### src/pdat_pkg.sv
// Package for the power and conversion trigger register bank.
// Assumes an APB slave with 32-bit data, one 8-bit register per byte address.
package pdat_pkg;
    localparam int ADDR_W = 8;
    localparam int DATA_W = 32;
    localparam int REG_W = 8;
    localparam logic [ADDR_W-1:0] UPPER_DAC_PWR_OFS = 8'hb3;
    localparam logic [ADDR_W-1:0] CORE_PWR_OFS = 8'hb4;
    localparam logic [ADDR_W-1:0] CONV_TRIG_OFS = 8'hc0;
    localparam logic [REG_W-1:0] REG_RESET = 8'h00;
    localparam int ADC_PWR_BIT = 0;
    localparam int REF_PWR_BIT = 1;
    localparam int TRIG_BIT = 0;
    localparam logic [REG_W-1:0] CORE_PWR_MASK = 8'h03;
    localparam logic [REG_W-1:0] TRIG_MASK = 8'h01;
    localparam logic [DATA_W-1:0] READ_ZERO = 32'h0000_0000;
    localparam int UPPER_CHAN_BASE = 8;

    typedef enum logic [1:0] {
        CONV_IDLE = 2'b00,
        CONV_REQUEST = 2'b01,
        CONV_BUSY = 2'b10
    } pdat_conv_state_type;
endpackage : pdat_pkg

### src/pdat_trig_if.sv
// Interface carrying the conversion trigger between the register file and the sequencer.
// Assumes both ends run on ref_clk.
`timescale 1ns/1ps
`default_nettype none
interface pdat_trig_if;
    logic trigReq;
    logic convStarted;
    logic convBusy;
    modport regs (output trigReq, input convStarted, input convBusy);
    modport seq (input trigReq, output convStarted, output convBusy);
endinterface : pdat_trig_if
`default_nettype wire

### src/pdat_conv_seq.sv
// Conversion start sequencer: turns a trigger request into a start pulse.
// Assumes the engine answers with a done level; ref_clk domain.
`timescale 1ns/1ps
`default_nettype none
module pdat_conv_seq
    import pdat_pkg::*;
(
    input wire logic ref_clk,
    input wire logic rst_n,
    input wire logic adcPowered,
    input wire logic convDone,
    output logic convStart,
    pdat_trig_if.seq trig
);
    pdat_conv_state_type state_reg;
    pdat_conv_state_type state_next;

    always_comb begin
        state_next = state_reg;
        case (state_reg)
            CONV_IDLE: begin
                if (trig.trigReq && adcPowered) begin
                    state_next = CONV_REQUEST;
                end
            end
            CONV_REQUEST: state_next = CONV_BUSY;
            CONV_BUSY: begin
                if (convDone || !adcPowered) begin
                    state_next = CONV_IDLE;
                end
            end
            default: state_next = CONV_IDLE;
        endcase
    end

    always_ff @(posedge ref_clk or negedge rst_n) begin
        if (!rst_n) begin
            state_reg <= CONV_IDLE;
        end else begin
            state_reg <= state_next;
        end
    end

    // Start pulse registered from the next state and driven out on the convStart output
    always_ff @(posedge ref_clk or negedge rst_n) begin
        if (!rst_n) begin
            convStart <= 1'b0;
        end else begin
            convStart <= (state_next == CONV_REQUEST);
        end
    end

    assign trig.convStarted = (state_reg == CONV_REQUEST);
    assign trig.convBusy = (state_reg != CONV_IDLE);
endmodule : pdat_conv_seq
`default_nettype wire

### src/pdat_power_regs.sv
// Power enable and conversion trigger register bank behind an APB slave.
// Assumes a single ref_clk domain and an external conversion engine with done level.
`timescale 1ns/1ps
`default_nettype none
// Operation
// - Reset clears all power and trigger bits to zero.
// - A written 1 enables the function; 0 keeps it inactive.
// - DAC channel with power bit zero stays clamped.
// - ADC and reference stay in low-power mode while their bit is zero.
// - Upper DAC register bit 7 is channel 15 down to bit 0 channel 8.
// - Core register bit 1 reference, bit 0 ADC, bits 7-2 reserved zero.
// - Trigger register resets to zero, only bit 0 functional.
// - Writing 1 to the trigger starts a conversion internally.
// - Trigger bit clears itself once the conversion begins.
// - Upper DAC power register sits at 0xB3, reset zero.
module pdat_power_regs
    import pdat_pkg::*;
#(
    parameter int NUM_UPPER_DAC = 8
) (
    input wire logic ref_clk,
    input wire logic rst_n,
    input wire logic psel,
    input wire logic penable,
    input wire logic pwrite,
    input wire logic [pdat_pkg::ADDR_W-1:0] paddr,
    input wire logic [pdat_pkg::DATA_W-1:0] pwdata,
    input wire logic [3:0] pstrb,
    output logic [pdat_pkg::DATA_W-1:0] prdata,
    output logic pready,
    output logic pslverr,
    input wire logic convDone,
    output logic [NUM_UPPER_DAC-1:0] dacOutEnable,
    output logic [NUM_UPPER_DAC-1:0] dacClamp,
    output logic converterPowerEnable,
    output logic referencePowerEnable,
    output logic convStart,
    output logic convBusy
);
    import pdat_pkg::*;

    ////////////////////////////////////////////////////////////////////////////
    // Bus decode

    logic [REG_W-1:0] upperDacPwr_reg;
    logic [REG_W-1:0] corePwr_reg;
    logic [REG_W-1:0] convTrig_reg;
    logic convDoneSync1_reg;
    logic convDoneSync2_reg;
    logic convStartInt;
    logic access;
    logic wrLane0;
    logic [DATA_W-1:0] rdata_next;
    logic mapped;
    logic trigSetWr;

    pdat_trig_if trigLink();

    function automatic logic addr_hit(input logic [ADDR_W-1:0] a,
                                      input logic [ADDR_W-1:0] ofs);
        return a == ofs;
    endfunction : addr_hit

    assign access = psel && penable && pready;
    assign wrLane0 = access && pwrite && pstrb[0];
    assign trigSetWr = wrLane0 && addr_hit(paddr, CONV_TRIG_OFS) && pwdata[TRIG_BIT];
    assign mapped = addr_hit(paddr, UPPER_DAC_PWR_OFS) || addr_hit(paddr, CORE_PWR_OFS)
        || addr_hit(paddr, CONV_TRIG_OFS);

    always_comb begin
        if (addr_hit(paddr, UPPER_DAC_PWR_OFS)) begin
            rdata_next = {{(DATA_W-REG_W){1'b0}}, upperDacPwr_reg};
        end else if (addr_hit(paddr, CORE_PWR_OFS)) begin
            rdata_next = {{(DATA_W-REG_W){1'b0}}, corePwr_reg};
        end else if (addr_hit(paddr, CONV_TRIG_OFS)) begin
            rdata_next = {{(DATA_W-REG_W){1'b0}}, convTrig_reg};
        end else begin
            rdata_next = READ_ZERO;
        end
    end

    // No wait state: pready rises in the access phase's first cycle
    always_ff @(posedge ref_clk or negedge rst_n) begin
        if (!rst_n) begin
            pready <= 1'b0;
        end else begin
            pready <= psel && !penable;
        end
    end

    always_ff @(posedge ref_clk or negedge rst_n) begin
        if (!rst_n) begin
            prdata <= READ_ZERO;
            pslverr <= 1'b0;
        end else begin
            if (psel && !penable) begin
                prdata <= pwrite ? READ_ZERO : rdata_next;
                pslverr <= !mapped;
            end
        end
    end

    ////////////////////////////////////////////////////////////////////////////
    // Power registers

    always_ff @(posedge ref_clk or negedge rst_n) begin
        if (!rst_n) begin
            upperDacPwr_reg <= REG_RESET;
        end else if (wrLane0 && addr_hit(paddr, UPPER_DAC_PWR_OFS)) begin
            upperDacPwr_reg <= pwdata[REG_W-1:0];
        end
    end

    always_ff @(posedge ref_clk or negedge rst_n) begin
        if (!rst_n) begin
            corePwr_reg <= REG_RESET;
        end else if (wrLane0 && addr_hit(paddr, CORE_PWR_OFS)) begin
            corePwr_reg <= pwdata[REG_W-1:0] & CORE_PWR_MASK;
        end
    end

    ////////////////////////////////////////////////////////////////////////////
    // Trigger register

    // A set write wins over the self-clear on start; a write of 0 is ignored
    always_ff @(posedge ref_clk or negedge rst_n) begin
        if (!rst_n) begin
            convTrig_reg <= REG_RESET;
        end else if (trigSetWr) begin
            convTrig_reg <= TRIG_MASK;
        end else if (trigLink.convStarted) begin
            convTrig_reg <= REG_RESET;
        end
    end

    assign trigLink.trigReq = convTrig_reg[TRIG_BIT] && !trigLink.convStarted;

    always_ff @(posedge ref_clk or negedge rst_n) begin
        if (!rst_n) begin
            convDoneSync1_reg <= 1'b0;
            convDoneSync2_reg <= 1'b0;
        end else begin
            convDoneSync1_reg <= convDone;
            convDoneSync2_reg <= convDoneSync1_reg;
        end
    end

    pdat_conv_seq u_seq (
        .ref_clk(ref_clk),
        .rst_n(rst_n),
        .adcPowered(corePwr_reg[ADC_PWR_BIT]),
        .convDone(convDoneSync2_reg),
        .convStart(convStartInt),
        .trig(trigLink.seq)
    );

    ////////////////////////////////////////////////////////////////////////////
    // Analog control and conversion start/busy outputs

    always_ff @(posedge ref_clk or negedge rst_n) begin
        if (!rst_n) begin
            dacOutEnable <= '0;
            dacClamp <= '1;
            converterPowerEnable <= 1'b0;
            referencePowerEnable <= 1'b0;
            convStart <= 1'b0;
            convBusy <= 1'b0;
        end else begin
            dacOutEnable <= upperDacPwr_reg[NUM_UPPER_DAC-1:0];
            dacClamp <= ~upperDacPwr_reg[NUM_UPPER_DAC-1:0];
            converterPowerEnable <= corePwr_reg[ADC_PWR_BIT];
            referencePowerEnable <= corePwr_reg[REF_PWR_BIT];
            convStart <= convStartInt;
            convBusy <= trigLink.convBusy;
        end
    end
endmodule : pdat_power_regs
`default_nettype wire

### config.mk
export PLATFORM = sky130hd
export DESIGN_NAME = pdat_power_regs
export DESIGN_NICKNAME = d
export VERILOG_FILES = /design/src/pdat_pkg.sv /design/src/pdat_trig_if.sv /design/src/pdat_conv_seq.sv /design/src/pdat_power_regs.sv
export SDC_FILE = /design/constraint.sdc
export NUM_CORES = 1
export LEC_CHECK = 0
export BUFFER_PORTS_ARGS = -buffer_cell sky130_fd_sc_hd__buf_2
export CAP_MARGIN = 20
export CORE_MARGIN = 4
export CORE_UTILIZATION = 46
export DETAILED_ROUTE_END_ITERATION = 10
export HOLD_SLACK_MARGIN = 0.08
export PLACE_DENSITY = 0.83
export RECOVER_POWER = 25
export SYNTH_ARGS = -nofsm -noshare
export SYNTH_HDL_FRONTEND = slang
export SYNTH_SLANG_ARGS = --single-unit
### constraint.sdc
create_clock -name ref_clk -period 2.23 [get_ports ref_clk]
set_input_delay 0.3345 -clock ref_clk [delete_from_list [all_inputs] [get_ports ref_clk]]
set_output_delay 0.3345 -clock ref_clk [all_outputs]
set_load 0.05 [all_outputs]
# After elaboration in Yosys (flattened, before gate mapping)
# Cells that the tools add are included.
word_totals:
  wordCells: 53
  out_inout_bits: 54
  regBits: 77
  inputBits: 50
op_classes:
  muxes: 9
  eq_ne: 6
  n_reduce_logical: 21
  n_bitwise: 1
ops:
  columns: ["cell", "n"]
  rows:
  - ["$mux W8", 5]
  - ["$mux W32", 1]
  - ["$eq A8 B8 Y1 const B", 3]
  - ["$logic_and A1 B1 Y1", 11]
  - ["$not A8 Y8", 1]
  - ["$pmux W2 S3", 1]
  - ["$eq A2 B1 Y1 const B", 2]
  - ["$logic_not A1 Y1", 4]
  - ["$mux W2", 2]
  - ["$reduce_bool A2 Y1", 2]
  - ["$logic_or A1 B1 Y1", 3]
  - ["$eq A2 B2 Y1 const B", 1]
  - ["$logic_not A2 Y1", 1]

# Longest topological paths before layout
# Gate-level depths: netlist (run 1).
depth:
  ltp_word: 7
  mapped_depth: 4
  depth_no_buf: 4

# By module
# Synthesis (run 1) repeated with hierarchy kept, for this count alone.
hier_totals:
  cells_unflattened: 134
  area_unflattened_um2: 1844.3
by_module_without_submodules:
  columns: ["module", "cells_each", "instances", "area_per_inst_um2"]
  rows:
  - ["pdat_power_regs", 124, 1, 1725.4]
  - ["pdat_conv_seq", 10, 1, 118.9]

# Worst setup path before layout (run 1)
# No wires, ideal clock.
synth_path:
  kind: "register to register"
  start: "register pready"
  end: "register upperDacPwr_reg[0]"
  setup_slack_ps: 760
  required_time_ps: 2105
  path_buffers: 0
  setup_ps: 125
  arrival_ps: 1346
  path_stages_with_launch: 4
  path_cell_list: "dfrtp_1 -> nand3_4 -> nor2_8 -> mux2_2"
synth_via:
  elab_chain_len: 4
synth_lines:
  columns: ["item", "line_no", "text"]
  rows:
  - ["start: declaration", "pdat_power_regs.sv:30", "output logic pready,"]
  - ["start signal: assignment", "pdat_power_regs.sv:87", "pready <= psel && !penable;"]
  - ["$logic_and A1 B1 Y1", "pdat_power_regs.sv:64", "assign access = psel && penable && pready;"]
  - ["$logic_and A1 B1 Y1 (2 in series)", "pdat_power_regs.sv:65", "assign wrLane0 = access && pwrite && pstrb[0];"]
  - ["$logic_and A1 B1 Y1", "pdat_power_regs.sv:109", "end else if (wrLane0 && addr_hit(paddr, UPPER_DAC_PWR_OFS)) begin"]
  - ["end signal: assignment", "pdat_power_regs.sv:110", "upperDacPwr_reg <= pwdata[REG_W-1:0];"]
  - ["end: declaration", "pdat_power_regs.sv:45", "logic [REG_W-1:0] upperDacPwr_reg;"]
# No other way between the ends.
# A chain may end at the register's enable or synchronous reset.

# Worst setup path after layout (run 1)
layout_path:
  start: "register dacClamp[6]"
  end: "output port dacClamp[6]"
layout_rtl:
  columns: ["item", "line_no", "text"]
  rows:
  - ["start: declaration", "pdat_power_regs.sv:34", "output logic [NUM_UPPER_DAC-1:0] dacClamp,"]
  - ["start signal: assignment", "pdat_power_regs.sv:170", "dacClamp <= ~upperDacPwr_reg[NUM_UPPER_DAC-1:0];"]
# No word-level cell between the ends.

==> results of run 1 <==
[synth_stat cells (2+ instances only)]
library cell | count | area share, %
nand3_4 | 2 | 1.9
nand2_1 | 7 | 1.4
dfstp_2 | 8 | 12
mux2_2 | 9 | 5.6
dfrtp_1 | 38 | 52
inv_1 | 10 | 2.1
nand2b_1 | 2 | 0.69
buf_4 | 24 | 9.9
a22o_1 | 6 | 2.9
nor2_1 | 7 | 1.4
[per-stage QoR]
stage	hold WS (ns)	cell area [sq um]	std cells
CTS	0.140	2160	243
detailed placement	0.201	2060	234
finish	0.147	2160	243
global placement	0.196	2060	234
global route	0.133	2160	243
floorplan	0.0389	1910	157
[how the worst max path moves through the flow]
stage | endpoint | slack [ns] | depth (start not counted) | from
floorplan | upperDacPwr_reg[0]$_DFFE_PN0P_ | 0.76 | 3 | pready$_DFF_PN0_
global placement | corePwr_reg[0]$_DFFE_PN0P_ | 0.60 | 5 | paddr[1]
detailed placement | prdata[1]$_DFFE_PN0P_ | 0.61 | 4 | penable
CTS | dacClamp[4] | 0.83 | 1 | dacClamp[4]$_DFF_PN1_
global route | dacClamp[6] | 0.80 | 1 | dacClamp[6]$_DFF_PN1_
finish | dacClamp[6] | 0.84 | 1 | dacClamp[6]$_DFF_PN1_
[metal layers]
metal | up-vias | wire [microns] | track usage [%]
li1 | 520 | - | -
met1 | 533 | 1280 | 15.3
met2 | 59 | 1450 | 20.6
met3 | 5 | 331 | 3.98
met4 | 0 | 64 | 6.89
met5 | - | 0 | 0
[power by group through the flow]
stage	Sequential (mW)	Clock, mW	Combinational [mW]
finish	0.846	0.494	0.169
global route	0.847	0.544	0.180
CTS	0.846	0.509	0.170
detailed placement	0.861	0	0.169
global placement	0.861	0	0.167
floorplan	0.876	0	0.137
[layout make-up]
cell class / count / area, sq um
Clock inverter: 1 / 5.00
Sequential cell: 46 / 1160
Multi-Input combinational cell: 76 / 527
Timing Repair Buffer: 55 / 284
Clock buffer: 7 / 86.3
Fill cell: 311 / 1580
Inverter: 10 / 37.5
Tap cell: 48 / 60.1
[logic make-up after synthesis]
| group | share of synthesized area [%] |
|---|---|
| mux | 6.18 |
| other cells | 0.206 |
| flops | 63.7 |
| buf+inv | 12.1 |
| simple gates | 12.0 |
| compound gates | 5.77 |
[timing repair]
action                                  4_1_cts  5_1_grt
hold buffers                                  1        0
endpoints found under the setup margin        0        0
gates resized for setup                       0        0
endpoints found under the hold margin         7        0
==> summary.md, run 1 <==
| Metric | Value |
|---|---|
| Fin. max-slew vios | `0` |
| Initial core utilization | `48.7%` |
| Hold Startpoint | `convDone` |
| Post-Syn Area | `1820 sq um` |
| Slowest CP cell | `dfstp_2` |
| Int Pwr | `1.12 mW` |
| Chip Width | `71.0 microns` |
| CP required | `1.90 ns` |
| Final setup fails | `0` |
| CTS tree | `done` |
| Crit start category | `flip-flop` |
| Htree depth | `2` |
| Number of synthesized flops with an enable pin | `0` |
| Root buffer cell | `clkbuf_8` |
| Worst Slack Setup Final | `0.840 ns` |
| Reg-to-reg endpoint | `upperDacPwr_reg[3]$_DFFE_PN0P_` |
| Synthesized area per cell | `13.6 sq um` |
| Pwr Density | `698 nW/um^2` |
| FF+latch count, synth | `46` |
| Clock Latency Late Sink | `0.29 ns` |
| DRT Wirelength | `3120 microns` |
| Total GRT Usage | `12.8%` |
| Worst vdd ir | `281 uV` |
| Worst-Margin Slew | `0.639 ns` |
| Total grt overflow | `0` |
| P_leak | `1.17 nW` |
| Most common cell after layout, fill and taps aside | `buf_2` |
| Critical R2R Launch | `pready$_DFF_PN0_` |
| Synthesis Warnings | `0` |
| Clock Path Buffers | `2` |
| Unrepaired setup endpoints after global routing | `false` |
| Crit path max fanout | `1` |
| Post-synth top flop | `dfrtp_1` |
| ANT nets after route | `0` |
| Boundary pin count | `104` |
| WP buf/inv | `1` |
| Fmax | `719 MHz` |
| CP Capture Type | `output pin` |
| Worst slack, placed | `0.612 ns` |
| Worst Setup Path Type | `flip-flop to output pin` |
| Reg-to-reg slack, setup | `1.03 ns` |
| Final worst-path cycle share | `62.3%` |
| Outcome | `completed` |
| Cts bufs inserted | `5` |
| Synth-to-Final Area Change | `18.5%` |
| Routed length per instance | `12.8 microns` |
| Rows | `22` |
| WHS Endpoint | `convDoneSync1_reg$_DFF_PN0_` |
| First-iteration detailed-routing DRC count | `52` |
| Final min period | `1.39 ns` |
| Final core utilization | `57.7%` |
| Antenna violations before repair | `0` |
| Worst stage delay on the critical path | `0.52 ns` |
| Routability cong. | `0.714` |
| Clk_skew | `0.00484 ns` |
| Pwr Total | `1.51 mW` |
| Setup TNS | `0 ns` |
| Mapped Cells | `134` |
| Max-Cap Viols | `0` |
| Vias in the first global route | `1063` |
| Hold crit path type | `input port to flip-flop` |
| Cells on Worst Hold Path | `1` |
| Seq/Total Area, Yosys | `63.7%` |
| P_sw | `0.390 mW` |
| Delay-heaviest family, CP | `flip-flops` |
| Relative slew slack | `57.4%` |
| Final hold vios | `0` |
| Largest net degree at the start of global routing | `22` |
| Ys async rst share | `100%` |
| Worst-path clk slew | `0.08 ns` |
| Postcts setup bufs | `0` |
| Clock Power Share | `32.7%` |
| Die Area | `5030 sq um` |
| Worst Path Arrival | `1.06 ns` |
| Total iterations of the first detailed-routing run | `4` |
| Vias per cell | `4.60` |
| Die H | `71.0 microns` |
| Dpl hpwl | `2520 microns` |
| Count of cell types in the netlist | `31` |
| Port bufs | `52` |
| DRC | `0` |
| Switching share of power | `25.9%` |
| Core Area | `3740 sq um` |
| First-pass GRT wire length | `4960 microns` |
| Clk sinks | `46` |
| Final Net Count | `244` |
| Seq pwr share | `56.0%` |
| FF-to-FF path depth | `3` |
| Inserted Diodes | `0` |
| Layout cells sized above 1 | `43.1%` |
| Vias | `1117` |
| Crit path cell chain | `buf_2` |
| Gate power share | `11.2%` |
| Most frequent cells in the layout | `buf_2 (51), dfrtp_1 (38), conb_1 (24), inv_1 (10), mux2_2 (9)` |
No activity file was read; power rests on OpenSTA's default activity.
==> inputs of run 2 (changes only) <==
--- a/config.mk
+++ b/config.mk
@@ -8,10 +8,10 @@
 export BUFFER_PORTS_ARGS = -buffer_cell sky130_fd_sc_hd__buf_2
 export CAP_MARGIN = 20
 export CORE_MARGIN = 4
-export CORE_UTILIZATION = 46
+export CORE_UTILIZATION = 39
 export DETAILED_ROUTE_END_ITERATION = 10
 export HOLD_SLACK_MARGIN = 0.08
-export PLACE_DENSITY = 0.83
+export PLACE_DENSITY = 0.75
 export RECOVER_POWER = 25
 export SYNTH_ARGS = -nofsm -noshare
 export SYNTH_HDL_FRONTEND = slang
==> constraint.sdc (replaced) <==
create_clock -name ref_clk -period 1.13 [get_ports ref_clk]
set_input_delay 0.1695 -clock ref_clk [delete_from_list [all_inputs] [get_ports ref_clk]]
set_output_delay 0.1695 -clock ref_clk [all_outputs]
set_load 0.05 [all_outputs]
==> run 2 against run 1 <==
  * The run now ends with negative setup slack left
  * Die area up 16%
  * Clock power grew 140%
  * Via count rose by 1.7%
  * Power up 110%
  * First-iteration DRC count increased by 37%
  * Largest power group unchanged
  * Sequential cell count stayed put
  * Sequential share of layout area down 4.9 points
  * Routed wire length grew 10%
==> summary.md, run 2 (same netlist as run 1, synthesis figures left out) <==
| Metric | Value |
|---|---|
| CP required | `1.31 ns (-0.59 ns)` |
| Worst stage delay on the critical path | `0.39 ns (-0.13 ns)` |
| Max Used Layer | `met4` |
| Post-route cell area | `2380 sq um (+10%)` |
| First-pass GRT wire length | `5690 microns (+15%)` |
| M1 wire length | `1480 microns (+16%)` |
| Htree depth | `2 (unchanged)` |
| Root buffer cell | `clkbuf_8` |
| Fmax | `859 MHz` |
| Cells on Worst Hold Path | `2 (+1)` |
| Total iterations of the first detailed-routing run | `4 (unchanged)` |
| Worst vdd ir | `468 uV (+67%)` |
| Fin. max-slew vios | `0 (unchanged)` |
| Unrepaired setup endpoints after global routing | `true` |
| Chip Width | `76.4 microns (+7.6%)` |
| Total grt overflow | `0 (unchanged)` |
| Routability cong. | `0.731 (+2.4%)` |
| Placed insts | `247 (+5.6%)` |
| Vias in the first global route | `1180 (+11%)` |
| Met2 Wirelength | `1680 microns (+16%)` |
| Pwr Density | `1360 nW/um^2 (+95%)` |
| Die Area | `5830 sq um (+16%)` |
| Vias per cell | `4.42 (-3.8%)` |
| Non-Filler Instances | `257 (+5.8%)` |
| Delay-heaviest family, CP | `flip-flops` |
| CP Capture Type | `flip-flop` |
| Crit path max fanout | `8 (+7)` |
| FF-to-FF path depth | `3 (unchanged)` |
| Layout cells sized above 1 | `46.8% (+3.8 points)` |
| Worst slack, placed | `-0.317 ns (-0.928 ns)` |
| Final setup fails | `13 (+13)` |
| Antenna violations before repair | `0 (unchanged)` |
| Relative slew slack | `59.8% (+2.4 points)` |
| Final worst-path cycle share | `103%` |
| Largest net degree at the start of global routing | `47 (+110%)` |
| Setup TNS | `-0.272 ns (-0.272 ns)` |
| Port bufs | `52 (unchanged)` |
| DRT Wirelength | `3440 microns (+10%)` |
| Worst Setup Path Type | `flip-flop to flip-flop` |
| Most common cell after layout, fill and taps aside | `buf_2` |
| Inserted Diodes | `0 (unchanged)` |
| Cts bufs inserted | `5 (unchanged)` |
| Total GRT Usage | `12.3% (-0.46 points)` |
| Vias | `1136 (+1.7%)` |
| Failing checks | `negative setup slack` |
| Final Net Count | `254 (+4.1%)` |
| DRC | `0 (unchanged)` |
| Core Area | `4440 sq um (+19%)` |
| Final core utilization | `53.6% (-4.1 points)` |
| Worst-path clk slew | `0.08 ns (about the same)` |
| Worst-Margin Slew | `0.603 ns (-0.0356 ns)` |
| Final hold vios | `0 (unchanged)` |
| Clock Path Buffers | `2 (unchanged)` |
| Slowest CP cell | `dfrtp_2` |
| Hold slack final | `0.105 ns (-0.0422 ns)` |
| Initial core utilization | `41.0% (-7.7 points)` |
| CTS tree | `done` |
| Die H | `76.4 microns (+7.6%)` |
| Clk sinks | `46 (unchanged)` |
| Synth-to-Final Area Change | `30.6%` |
| WP buf/inv | `0 (-1)` |
| Worst Path Arrival | `1.35 ns (+0.29 ns)` |
| Crit start category | `flip-flop` |
| Pwr Total | `3.23 mW (+110%)` |
| Outcome | `finished with violations` |
| Postcts setup bufs | `0 (unchanged)` |
| Rows | `24 (+9.1%)` |
| Dpl hpwl | `2580 microns (+2.7%)` |
| Max-Cap Viols | `0 (unchanged)` |
| Most frequent cells in the layout | `buf_2 (40), dfrtp_1 (37), conb_1 (24), inv_1 (10), buf_4 (9)` |
| Hold crit path type | `input port to flip-flop` |
| Worst Slack Setup Final | `-0.0337 ns (-0.874 ns)` |
| Placed cell area | `2160 sq um (+4.9%)` |
| Worst path depth | `3 (+2)` |
| Final min period | `1.16 ns` |
| Clock Latency Late Sink | `0.30 ns (about the same)` |
| First-iteration detailed-routing DRC count | `71 (+37%)` |
| ANT nets after route | `0 (unchanged)` |
| P_leak | `1.27 nW (+8.3%)` |
| Clk_skew | `0.00530 ns (+0.000462 ns)` |
| WL met3 | `224 microns (-32%)` |
| Crit path cell chain | `nand3_4 -> nor2_8 -> mux2_2` |
| Boundary pin count | `104 (unchanged)` |
| Routed length per instance | `13.4 microns (+4.2%)` |
run 2: area by class of cell:
type / count / area, sq um
Clock buffer: 5 / 68.8
Tap cell: 52 / 65.1
Clock inverter: 3 / 45.0
Timing Repair Buffer: 65 / 462
Multi-Input combinational cell: 76 / 541
Inverter: 10 / 37.5
Sequential cell: 46 / 1160
Fill cell: 378 / 2060
run 2: report_power, final:
group          switching [mW]  internal, mW
Sequential            0.00876          1.66
Clock                   0.548         0.657
Combinational           0.286        0.0720
Total                   0.843          2.39
run 2: path summary, 6_finish.rpt:
check                      slack (ns)                   startpoint                             end
setup / recovery                -0.03             pready$_DFF_PN0_  upperDacPwr_reg[5]$_DFFE_PN0P_
max in group asynchronous        0.18                        rst_n                pready$_DFF_PN0_
setup reg to reg                -0.03             pready$_DFF_PN0_  upperDacPwr_reg[5]$_DFFE_PN0P_
hold reg to reg                  0.35  convDoneSync1_reg$_DFF_PN0_     convDoneSync2_reg$_DFF_PN0_
hold / removal                   0.10                    pwdata[6]  upperDacPwr_reg[6]$_DFFE_PN0P_
min in group asynchronous        0.52                        rst_n             pslverr$_DFFE_PN0P_
run 2: layer usage:
metal	GRT usage [%]	vias up
met5	0	-
met4	6.52	0
met3	3.19	4
met2	19.9	43
met1	15.1	546
li1	-	543
run 2: what timing repair did:
item / 4_1_cts / 5_1_grt
hold buffers: 2 / 0
endpoints found under the hold margin: 45 / 0
gates resized for setup: 28 / 3
setup endpoints to repair: 17 / 21
run 2: worst register-to-register path: cells and delay by family, from the launching register on:
kind | cells | cell delay (ns)
AND/OR/NAND/NOR | 2 | 0.31
multiplexers | 1 | 0.36
flip-flops | 1 | 0.39
==> inputs of run 3 (changes only) <==
==> constraint.sdc (replaced) <==
create_clock -name ref_clk -period 1.13 [get_ports ref_clk]
set_input_delay 0.226 -clock ref_clk [delete_from_list [all_inputs] [get_ports ref_clk]]
set_output_delay 0.226 -clock ref_clk [all_outputs]
set_load 0.05 [all_outputs]
==> run 3 against run 2 <==
  * The run still ends with negative setup slack left
  * Critical endpoint is now pready
  * Register-to-register slack got worse by 0.03 ns
  * Clock-buffer cell count rose by 2
  * Clock power barely moved
  * Non-clock buffer count rose by 5
  * Highest routed layer unchanged
  * Sequential cell count did not move
==> summary.md, run 3 (same netlist as run 1, synthesis figures left out) <==
| Metric | Value |
|---|---|
| First-pass GRT wire length | `6030 microns (+5.9%)` |
| DRC | `0 (unchanged)` |
| Final hold vios | `0 (unchanged)` |
| Vias in the first global route | `1239 (+5.0%)` |
| P_leak | `1.34 nW (+5.4%)` |
| Reg-to-reg endpoint | `upperDacPwr_reg[3]$_DFFE_PN0P_` |
| Most frequent cells in the layout | `dfrtp_1 (37), conb_1 (24), buf_2 (22), buf_6 (14), buf_4 (13)` |
| CP required | `0.90 ns (-0.41 ns)` |
| Crit start category | `flip-flop` |
| Dpl hpwl | `2550 microns (-1.2%)` |
| Fill count | `350 (-7.4%)` |
| Core Area | `4440 sq um (unchanged)` |
| Routability cong. | `0.850 (+16%)` |
| Inserted Diodes | `0 (unchanged)` |
| Vias | `1190 (+4.8%)` |
| Cts bufs inserted | `5 (unchanged)` |
| Antenna violations before repair | `0 (unchanged)` |
| Port bufs | `52 (unchanged)` |
| ANT nets after route | `0 (unchanged)` |
| Clk sinks | `46 (unchanged)` |
| Max-Cap Viols | `0 (unchanged)` |
| Failing checks | `negative setup slack` |
| Clk_skew | `0.00674 ns (+0.00144 ns)` |
| Worst vdd ir | `592 uV (+26%)` |
| First-iteration detailed-routing DRC count | `103 (+45%)` |
| Clock Path Buffers | `2 (unchanged)` |
| Worst slack, placed | `-0.354 ns (-0.0374 ns)` |
| Rows | `24 (unchanged)` |
| Vias per cell | `4.54 (+2.8%)` |
| Initial core utilization | `41.0% (unchanged)` |
| Final setup fails | `22 (+9)` |
| CTS tree | `done` |
| Worst setup path endpoint | `pready` |
| Reg-to-reg slack, setup | `-0.06 ns (-0.03 ns)` |
| Layout cells sized above 1 | `51.0% (+4.1 points)` |
| Pwr Density | `1260 nW/um^2 (-7.0%)` |
| Final min period | `1.21 ns (+0.0508 ns)` |
| Most common cell after layout, fill and taps aside | `dfrtp_1` |
| Fin. max-slew vios | `0 (unchanged)` |
| CP Capture Type | `output pin` |
| Outcome | `finished with violations` |
| Crit path max fanout | `2 (-6)` |
| Clock Latency Late Sink | `0.29 ns (about the same)` |
| Worst Path Arrival | `0.99 ns (-0.36 ns)` |
| Chip Width | `76.4 microns (unchanged)` |
| Total grt overflow | `0 (unchanged)` |
| Synth-to-Final Area Change | `43.8%` |
| Unrepaired setup endpoints after global routing | `true` |
| Final worst-path cycle share | `107% (+4.5 points)` |
| Worst-path clk slew | `0.08 ns (about the same)` |
| Boundary pin count | `104 (unchanged)` |
| Final Net Count | `259 (+2.0%)` |
| Worst Slack Setup Final | `-0.0845 ns (-0.0508 ns)` |
| Root buffer cell | `clkbuf_8` |
| DRT Wirelength | `3690 microns (+7.5%)` |
| FF-to-FF path depth | `3 (unchanged)` |
| Final core utilization | `59.0% (+5.4 points)` |
| Routed length per instance | `14.1 microns (+5.5%)` |
| Critical R2R Launch | `pready$_DFF_PN0_` |
| Total GRT Usage | `13.0% (+0.62 points)` |
| Fmax | `823 MHz (-4.2%)` |
| Total iterations of the first detailed-routing run | `4 (unchanged)` |
| Largest net degree at the start of global routing | `47 (unchanged)` |
| Die H | `76.4 microns (unchanged)` |
| Hold crit path type | `input port to flip-flop` |
| Htree depth | `2 (unchanged)` |
| Worst Setup Path Type | `flip-flop to output pin` |
| Die Area | `5830 sq um (unchanged)` |
| Crit path launch | `pready$_DFF_PN0_` |
==> run 3: layout make-up <==
class / count / area (sq um) / share of cell area (%)
tap: 52 / 65.1 / 2.48
clock inverter: 1 / 30.0 / 1.15
inverter: 10 / 37.5 / 1.43
clock buffer: 7 / 86.3 / 3.29
timing repair buffer: 70 / 617 / 23.5
sequential: 46 / 1160 / 44.3
multi-input combinational: 76 / 623 / 23.8
==> run 3: where the power goes <==
group          internal (mW)  switching, mW  leakage (nW)  total (mW)
clock                  0.721          0.520        0.0585        1.24
sequential              1.66         0.0105         0.600        1.67
combinational          0.101          0.298         0.682       0.398
==> run 3: per-layer routing <==
metal | global-route usage, % | routed length, microns | share of wire, % | up-vias
met4 | 6.16 | 83 | 2.2 | 0
met3 | 3.43 | 253 | 6.9 | 7
met5 | 0 | 0 | 0 | -
met2 | 20.8 | 1860 | 50 | 53
met1 | 16.3 | 1500 | 41 | 581
li1 | - | - | - | 549
==> run 3: timing repair <==
action / in CTS / in global routing
hold buffers: 2 / 0
endpoints found under the setup margin: 28 / 44
setup buffers: 2 / 1
pin swaps: 4 / 3
hold endpoints to repair: 39 / 0
gates resized for setup: 49 / 32
==> run 3: worst min path at each step <==
| stage | startpoint | endpoint | slack (ns) | depth (start not counted) |
|---|---|---|---|---|
| 2_1_floorplan | rst_n | convBusy$_DFF_PN0_ | -0.07 | 0 |
| 3_3_place_gp | rst_n | convBusy$_DFF_PN0_ | 0.22 | 2 |
| 3_5_place_dp | rst_n | convDoneSync2_reg$_DFF_PN0_ | 0.23 | 2 |
| 4_1_cts | pwdata[7] | upperDacPwr_reg[7]$_DFFE_PN0P_ | 0.16 | 2 |
| 5_1_grt | pwdata[2] | upperDacPwr_reg[2]$_DFFE_PN0P_ | 0.15 | 2 |
| 6_report | pwdata[3] | upperDacPwr_reg[3]$_DFFE_PN0P_ | 0.17 | 2 |
==> run 3: per-stage QoR <==
stage | TNS [ns] | total power, mW | cell area [sq um] | hold WS [ns] | std cells
after CTS | -0.970 | 3.32 | 2510 | 0.160 | 261
after global routing | -2.25 | 3.44 | 2620 | 0.152 | 262
after detailed placement | -5.41 | 2.06 | 2190 | 0.225 | 249
final | -1.09 | 3.31 | 2620 | 0.169 | 262
after floorplan | -1.68 | 2.00 | 1930 | -0.0696 | 157
after global placement | -5.06 | 2.06 | 2190 | 0.218 | 249
==> run 3: worst max-delay path, cell delays in order (launching register included) <==
cell and delay [ns]:
dfrtp_2 0.44, buf_6 0.12, buf_8 0.14
